===== src/rtl/tlic_pkg.sv =====
package tlic_pkg;
  localparam int TLIC_AW = 8;
  localparam int TLIC_DW = 32;
  // register offsets (byte addresses)
  localparam logic [7:0] TLIC_STATUS_ONE_OFS = 8'h00;
  localparam logic [7:0] TLIC_MASK_ONE_OFS = 8'h04;
  localparam logic [7:0] TLIC_STATUS_TWO_OFS = 8'h08;
  localparam logic [7:0] TLIC_MASK_TWO_OFS = 8'h0C;
  localparam logic [7:0] TLIC_STATUS_THREE_OFS = 8'h10;
  localparam logic [7:0] TLIC_MASK_THREE_OFS = 8'h14;
  localparam logic [7:0] TLIC_EOI_OFS = 8'h18;
  // end-of-interrupt command word: bit positions of latched sources
  localparam int TLIC_EOI_BATTERY = 0;
  localparam int TLIC_EOI_MEDIA = 1;
  localparam int TLIC_EOI_WATCHDOG = 2;
  localparam int TLIC_EOI_TIMER_ONE = 3;
  localparam int TLIC_EOI_TIMER_TWO = 4;
  localparam int TLIC_EOI_CLOCK = 5;
  localparam int TLIC_EOI_MODEM = 6;
  localparam int TLIC_EOI_CODEC = 7;
  localparam int TLIC_EOI_KEY = 8;
  localparam int TLIC_EOI_SERIAL_TWO = 9;
  localparam int TLIC_NUM_LATCHED = 10;
  // status bit positions, bank one
  localparam int TLIC_B1_EXT_FAST = 0;
  localparam int TLIC_B1_BATTERY = 1;
  localparam int TLIC_B1_WATCHDOG = 2;
  localparam int TLIC_B1_MEDIA = 3;
  localparam int TLIC_B1_CODEC = 4;
  localparam int TLIC_B1_EXT_ONE = 5;
  localparam int TLIC_B1_EXT_TWO = 6;
  localparam int TLIC_B1_EXT_THREE = 7;
  localparam int TLIC_B1_TIMER_ONE = 8;
  localparam int TLIC_B1_TIMER_TWO = 9;
  localparam int TLIC_B1_CLOCK = 10;
  localparam int TLIC_B1_TICK = 11;
  localparam int TLIC_B1_UART_TX = 12;
  localparam int TLIC_B1_UART_RX = 13;
  localparam int TLIC_B1_MODEM = 14;
  localparam int TLIC_B1_SERIAL_DONE = 15;
  // bank two and three
  localparam int TLIC_B2_KEY = 0;
  localparam int TLIC_B2_SER_RX = 1;
  localparam int TLIC_B2_SER_TX = 2;
  localparam int TLIC_B2_UART_TX = 12;
  localparam int TLIC_B2_UART_RX = 13;
  localparam int TLIC_B3_AUDIO = 0;
  // fast-type positions and implemented positions per bank
  localparam logic [31:0] TLIC_FAST_ONE = 32'h0000_000F;
  localparam logic [31:0] TLIC_FAST_TWO = 32'h0000_0000;
  localparam logic [31:0] TLIC_FAST_THREE = 32'h0000_0001;
  localparam logic [31:0] TLIC_USED_ONE = 32'h0000_FFFF;
  localparam logic [31:0] TLIC_USED_TWO = 32'h0000_3007;
  localparam logic [31:0] TLIC_USED_THREE = 32'h0000_0001;
  localparam logic [31:0] TLIC_MASK_RESET = 32'h0000_0000;
  // synchroniser reset: pins inactive, external supply present, battery good
  localparam logic [6:0] TLIC_PIN_RESET = 7'h27;
endpackage : tlic_pkg


===== src/rtl/tlic_req_if.sv =====
`timescale 1ns/1ps
// status and mask of all three banks, shared between the request combiner and the top
interface tlic_req_if;
  logic [31:0] status [3];
  logic [31:0] mask [3];
  logic fast_req;
  logic normal_req;
  modport top (output status, output mask, input fast_req, input normal_req);
  modport comb (input status, input mask, output fast_req, output normal_req);
endinterface : tlic_req_if


===== src/rtl/tlic_req_combine.sv =====
`timescale 1ns/1ps
module tlic_req_combine
  import tlic_pkg::*;
(
  tlic_req_if.comb req
);
  wire [31:0] live_one = req.status[0] & req.mask[0] & TLIC_USED_ONE;
  wire [31:0] live_two = req.status[1] & req.mask[1] & TLIC_USED_TWO;
  wire [31:0] live_three = req.status[2] & req.mask[2] & TLIC_USED_THREE;
  // same-type ordering is left to software, so a plain OR per type is enough
  assign req.fast_req = |(live_one & TLIC_FAST_ONE) | |(live_two & TLIC_FAST_TWO)
    | |(live_three & TLIC_FAST_THREE);
  assign req.normal_req = |(live_one & ~TLIC_FAST_ONE) | |(live_two & ~TLIC_FAST_TWO)
    | |(live_three & ~TLIC_FAST_THREE);
endmodule : tlic_req_combine


===== src/rtl/tlic_top.sv =====
`timescale 1ns/1ps
// What this block does
// - after service software writes end-of-interrupt; that latched status bit clears unless its source is still active in that cycle.
// - seventeen sources drive the normal request, five drive the fast request.
// - fast request outranks normal; ordering within one type is left to software.
// - simultaneous requests all stay pending until each is serviced.
// - every input is level-sensitive; requests of non-latched sources follow the present source level.
// - a source reaches a request output only while its mask bit is one.
// - each status bit reads one while its source is active.
// - end-of-interrupt sources are latched until their end-of-interrupt write.
// - bank one bits 0-3 are fast: pin, battery low, watchdog, media change.
// - bank one bits 4-7 normal: codec, external one, two (low), three (high).
// - bank one bits 8-11 normal: timer one, timer two, clock match, 64 Hz tick.
// - bank one bits 12-15 normal: uart one tx, rx, modem, serial one done.
// - bank two: key, serial two rx, tx at 0-2; uart two tx, rx at 12-13.
// - bank three bit 0 is the audio interface request, fast type.
// - status registers are read-only; unused bits read zero.
// - battery low only without external supply and battery-good low, never in standby.
module tlic_top
  import tlic_pkg::*;
(
  input wire logic sys_clk,
  input wire logic sys_rst,
  input wire logic clk_en,
  input wire logic [tlic_pkg::TLIC_AW-1:0] reg_addr,
  input wire logic [tlic_pkg::TLIC_DW-1:0] reg_wdata,
  input wire logic reg_wr,
  input wire logic reg_rd,
  output logic [tlic_pkg::TLIC_DW-1:0] reg_rdata,
  input wire logic external_fast_pin_n,
  input wire logic external_pin_one_n,
  input wire logic external_pin_two_n,
  input wire logic external_pin_three,
  input wire logic external_power_n,
  input wire logic battery_good,
  input wire logic standby,
  input wire logic tick_watchdog_expired,
  input wire logic media_changed_request,
  input wire logic codec_sound_request,
  input wire logic timer_one_underflow,
  input wire logic timer_two_underflow,
  input wire logic clock_match_request,
  input wire logic periodic_tick_request,
  input wire logic uart_one_tx_empty,
  input wire logic uart_one_rx_full,
  input wire logic uart_one_modem_change,
  input wire logic serial_one_transfer_done,
  input wire logic key_press_request,
  input wire logic serial_two_rx_block,
  input wire logic serial_two_tx_block,
  input wire logic uart_two_tx_empty,
  input wire logic uart_two_rx_full,
  input wire logic audio_interface_request,
  output logic fast_request_n,
  output logic normal_request_n
);
  import tlic_pkg::*;

  // pins come from outside the clock domain: two flops before any use
  logic [6:0] pin_meta_q;
  logic [6:0] pin_sync_q;
  wire [6:0] pin_raw = {standby, battery_good, external_power_n, external_pin_three,
    external_pin_two_n, external_pin_one_n, external_fast_pin_n};

  always_ff @(posedge sys_clk) begin
    if (sys_rst) begin
      pin_meta_q <= TLIC_PIN_RESET;
      pin_sync_q <= TLIC_PIN_RESET;
    end else if (clk_en) begin
      pin_meta_q <= pin_raw;
      pin_sync_q <= pin_meta_q;
    end
  end

  wire ext_fast = ~pin_sync_q[0];
  wire ext_one = ~pin_sync_q[1];
  wire ext_two = ~pin_sync_q[2];
  wire ext_three = pin_sync_q[3];
  wire no_ext_power = pin_sync_q[4];
  wire battery_ok = pin_sync_q[5];
  wire in_standby = pin_sync_q[6];
  wire battery_low_request = no_ext_power & ~battery_ok & ~in_standby;

  // latched sources: a source edge-independent level sets, end-of-interrupt clears
  logic [TLIC_NUM_LATCHED-1:0] latch_q;
  logic [TLIC_NUM_LATCHED-1:0] latch_d;
  wire [TLIC_NUM_LATCHED-1:0] latch_src = {
    serial_two_rx_block, key_press_request, codec_sound_request, uart_one_modem_change,
    clock_match_request, timer_two_underflow, timer_one_underflow, tick_watchdog_expired,
    media_changed_request, battery_low_request};
  wire eoi_write = reg_wr && (reg_addr == TLIC_EOI_OFS);
  wire [TLIC_NUM_LATCHED-1:0] eoi_clear =
    eoi_write ? reg_wdata[TLIC_NUM_LATCHED-1:0] : '0;

  // a source still active in the clearing cycle sets again: set wins over clear
  assign latch_d = (latch_q & ~eoi_clear) | latch_src;

  always_ff @(posedge sys_clk) begin
    if (sys_rst) begin
      latch_q <= '0;
    end else if (clk_en) begin
      latch_q <= latch_d;
    end
  end

  // status words: level sources read live, latched ones read the latch
  wire [31:0] status_one = {16'h0000,
    serial_one_transfer_done, latch_q[TLIC_EOI_MODEM], uart_one_rx_full, uart_one_tx_empty,
    periodic_tick_request, latch_q[TLIC_EOI_CLOCK], latch_q[TLIC_EOI_TIMER_TWO],
    latch_q[TLIC_EOI_TIMER_ONE], ext_three, ext_two, ext_one, latch_q[TLIC_EOI_CODEC],
    latch_q[TLIC_EOI_MEDIA], latch_q[TLIC_EOI_WATCHDOG], latch_q[TLIC_EOI_BATTERY],
    ext_fast};
  wire [31:0] status_two = {18'h0, uart_two_rx_full, uart_two_tx_empty, 9'h0,
    serial_two_tx_block, latch_q[TLIC_EOI_SERIAL_TWO], latch_q[TLIC_EOI_KEY]};
  wire [31:0] status_three = {31'h0, audio_interface_request};

  logic [31:0] mask_one_q;
  logic [31:0] mask_two_q;
  logic [31:0] mask_three_q;
  wire wr_mask_one = reg_wr && (reg_addr == TLIC_MASK_ONE_OFS);
  wire wr_mask_two = reg_wr && (reg_addr == TLIC_MASK_TWO_OFS);
  wire wr_mask_three = reg_wr && (reg_addr == TLIC_MASK_THREE_OFS);

  always_ff @(posedge sys_clk) begin
    if (sys_rst) begin
      mask_one_q <= TLIC_MASK_RESET;
      mask_two_q <= TLIC_MASK_RESET;
      mask_three_q <= TLIC_MASK_RESET;
    end else if (clk_en) begin
      if (wr_mask_one) mask_one_q <= reg_wdata;
      if (wr_mask_two) mask_two_q <= reg_wdata;
      if (wr_mask_three) mask_three_q <= reg_wdata;
    end
  end

  tlic_req_if req_bus ();
  assign req_bus.status[0] = status_one;
  assign req_bus.status[1] = status_two;
  assign req_bus.status[2] = status_three;
  assign req_bus.mask[0] = mask_one_q;
  assign req_bus.mask[1] = mask_two_q;
  assign req_bus.mask[2] = mask_three_q;

  tlic_req_combine u_combine (
    .req(req_bus.comb)
  );

  // status writes are ignored; unmapped reads answer zero
  wire [31:0] rd_mux =
    (reg_addr == TLIC_STATUS_ONE_OFS) ? status_one :
    (reg_addr == TLIC_MASK_ONE_OFS) ? mask_one_q :
    (reg_addr == TLIC_STATUS_TWO_OFS) ? status_two :
    (reg_addr == TLIC_MASK_TWO_OFS) ? mask_two_q :
    (reg_addr == TLIC_STATUS_THREE_OFS) ? status_three :
    (reg_addr == TLIC_MASK_THREE_OFS) ? mask_three_q :
    32'h0000_0000;

  // outputs active low, as the core samples a low level; both may be low together,
  // and the core gives the fast one precedence
  always_ff @(posedge sys_clk) begin
    if (sys_rst) begin
      reg_rdata <= 32'h0000_0000;
      fast_request_n <= 1'b1;
      normal_request_n <= 1'b1;
    end else if (clk_en) begin
      reg_rdata <= reg_rd ? rd_mux : 32'h0000_0000;
      fast_request_n <= ~req_bus.fast_req;
      normal_request_n <= ~req_bus.normal_req;
    end
  end
endmodule : tlic_top


===== config.mk =====
export PLATFORM = sky130hd
export DESIGN_NAME = tlic_top
export DESIGN_NICKNAME = d
export VERILOG_FILES = /design/src/rtl/tlic_pkg.sv /design/src/rtl/tlic_req_if.sv /design/src/rtl/tlic_req_combine.sv /design/src/rtl/tlic_top.sv
export SDC_FILE = /design/constraint.sdc
export NUM_CORES = 1
export LEC_CHECK = 0
export BUFFER_PORTS_ARGS = -buffer_cell sky130_fd_sc_hd__buf_2
export CAP_MARGIN = 10
export CORE_ASPECT_RATIO = 0.6
export CORE_MARGIN = 4
export CORE_UTILIZATION = 56
export DETAILED_ROUTE_END_ITERATION = 10
export PLACE_DENSITY_LB_ADDON = 0.12
export SYNTH_ARGS = -nofsm -noshare
export SYNTH_HDL_FRONTEND = slang
export SYNTH_HIERARCHICAL = 1
export SYNTH_SLANG_ARGS = --single-unit
export TNS_END_PERCENT = 30

===== constraint.sdc =====
create_clock -name sys_clk -period 2.8 [get_ports sys_clk]
set_input_delay 0.56 -clock sys_clk [delete_from_list [all_inputs] [get_ports sys_clk]]
set_output_delay 0.56 -clock sys_clk [all_outputs]
set_load 0.02 [all_outputs]

==> flow_metrics.tcl <==
set metrics [dict create \
    synth_area_um2 6504 \
    core_um2 11340 \
    post-place-ws_ns 0.2320 \
    grt_pass1_wl_um 30310 \
    relSlewSlack_pct 20.69 \
    fin_skew_ns 0.009666 \
    cts_max_path_buffers 2 \
    worstPathArrival_ns 2.45 \
    synth.avg_cell_area_um2 8.079 \
    drive_above_1_share_pct 18.93 \
    clk_pin_slew_worst_paths_ns 0.07 \
    setup_viol 0 \
    postSynthCellCount 805 \
    io_buffer_count 102 \
    slowest_stage "or4_4" \
    area_growth_pct 18.43 \
    cts.sinks 154 \
    cts-htree-levels 4 \
    leakage_uw 0.002844 \
    startpoint_type "input port" \
    required_ns 3.08 \
    fin_crit_sh_pct 77.55 \
    tritoncts "done" \
    nets 955 \
    vias 6236 \
    grt_pass1_vias 5917 \
    cts-root-buf "clkbuf_16" \
    ant_nets 0 \
    antenna_found_initial 0 \
    rows 30 \
    grt_max_degree 112 \
    clock.fmax_mhz 460.5 \
    r2r_slack_ns 1.21 \
    synth_fp_nets 874 \
    criticalPathCategory "input port to flip-flop" \
    cts-resized-gates 0 \
    power_density_nw_per_um2 632.9 \
    dp_hpwl_um 12810 \
    via_per_inst 5.894 \
    cp_slowest_stage_delay_ns 0.56 \
    dp.cells 1027 \
    die_width_um 147.1 \
    tightestPinTransition_ns 1.190 \
    rsz0062_at_grt "false" \
    antenna_cells 0 \
    finalMaxSlewViolations 0 \
    ios 103 \
    synth_warnings 6 \
    post_cts_buffers 0 \
    status "completed" \
    clk_latency_ns 0.42 \
    hold_viol 0 \
    hp-class "input port to flip-flop" \
    die_h_um 91.48 \
    setup_tns_ns 0 \
    drc 0 \
    end_kind "flip-flop" \
    drv_cap 0 \
    dieArea_um2 13460 \
    wl_per_cell_um 18.17 \
    first_iter_violations 586 \
    drtPass1Iterations 5 \
    wl_um 19220 \
    vdd_drop_max_v 0.0004548 \
    finalCriticalPeriod_ns 2.171 \
    overflow 0 \
    numCtsBuffers 17 \
    setup_slack_ns 0.6287 \
    power_uw 4874 \
    path_cells "buf_2, or4_1, or4_4, nand2_1, o21ai_0" \
    critPathMaxFanout 15 \
    ctsHoldBuffers 0 \
    grt_use_total_pct 28.21 \
    initial_utilization_pct 57.37 \
    final_cells 1058 \
    place_congestion 0.9021 \
]
-- area by class of cell --
| class | instances | area (µm²) |
|---|---|---|
| multi-input combinational | 582 | 3113 |
| clock inverter | 10 | 142.6 |
| timing repair buffer | 121 | 655.6 |
| fill | 940 | 3633 |
| sequential | 154 | 3083 |
| tap | 160 | 200.2 |
| clock buffer | 21 | 470.5 |
| inverter | 10 | 37.54 |
-- metal layers --
layer  up-vias  part of all wire (%)  track usage (%)
li1       2957                     -                -
met1      2950                    44            40.03
met2       303                    45            42.92
met3        26                    10            6.733
met4         0                   1.2            8.062
met5         -                     0                0
-- per-stage QoR --
step | utilization, % | hold WS [ns] | instance area [µm²]
floorplan | - | 0.4312 | 6504
global placement | 62.54 | 0.4287 | 7089
detailed placement | 62.54 | 0.4368 | 7089
CTS | 67.95 | 0.3475 | 7702
global route | 67.95 | 0.3635 | 7702
finish | 67.95 | 0.3542 | 7702
-- sequential cells by signal (all words and copies together), names as in the netlist --
signal and count:
fast_request_n 1, latch_q 10, mask_one_q 32, mask_three_q 32
mask_two_q 32, normal_request_n 1, pin_meta_q 7, pin_sync_q 7
reg_rdata 32
-- placed cells by master, fill, tap and decap left out, types with 4 or more instances in the layout --
cell	instances
o21ai_0	34
nand2_2	10
nor2b_1	12
mux2i_1	14
a22o_1	18
a31oi_1	4
nor3b_1	4
a22oi_1	31
clkbuf_16	17
buf_4	20
o21a_1	7
a21o_1	4
a21oi_1	111
inv_1	10
nand2_1	238
nand2b_1	7
o22ai_1	4
dfxtp_1	154
o31ai_1	9
buf_2	101
nor2_1	21
nand3_1	6
clkinvlp_4	4
a311oi_1	9
-- power by group --
| group | internal, µW | leakage, µW | switching, µW |
|---|---|---|---|
| clock network | 1470 | 0.000287 | 911 |
| logic | 89.3 | 0.00131 | 177 |
| registers | 2210 | 0.00124 | 15.9 |
-- worst paths after layout --
path | start | to | cells after the start
min reg2reg | reg_rdata[31] | reg_rdata[31] | 2
max reg2reg | pin_sync_q[2] | normal_request_n | 8
max | reg_addr[4] | reg_rdata[22] | 5
min | external_pin_one_n | pin_meta_q[1] | 3
-- worst max-delay path, delay by kind of cell --
kind,cells,cell delay [ns]
compound gates,1,0.18
buf+inv,1,0.18
simple gates,3,1.52
No activity file was read; power rests on OpenSTA's default activity.
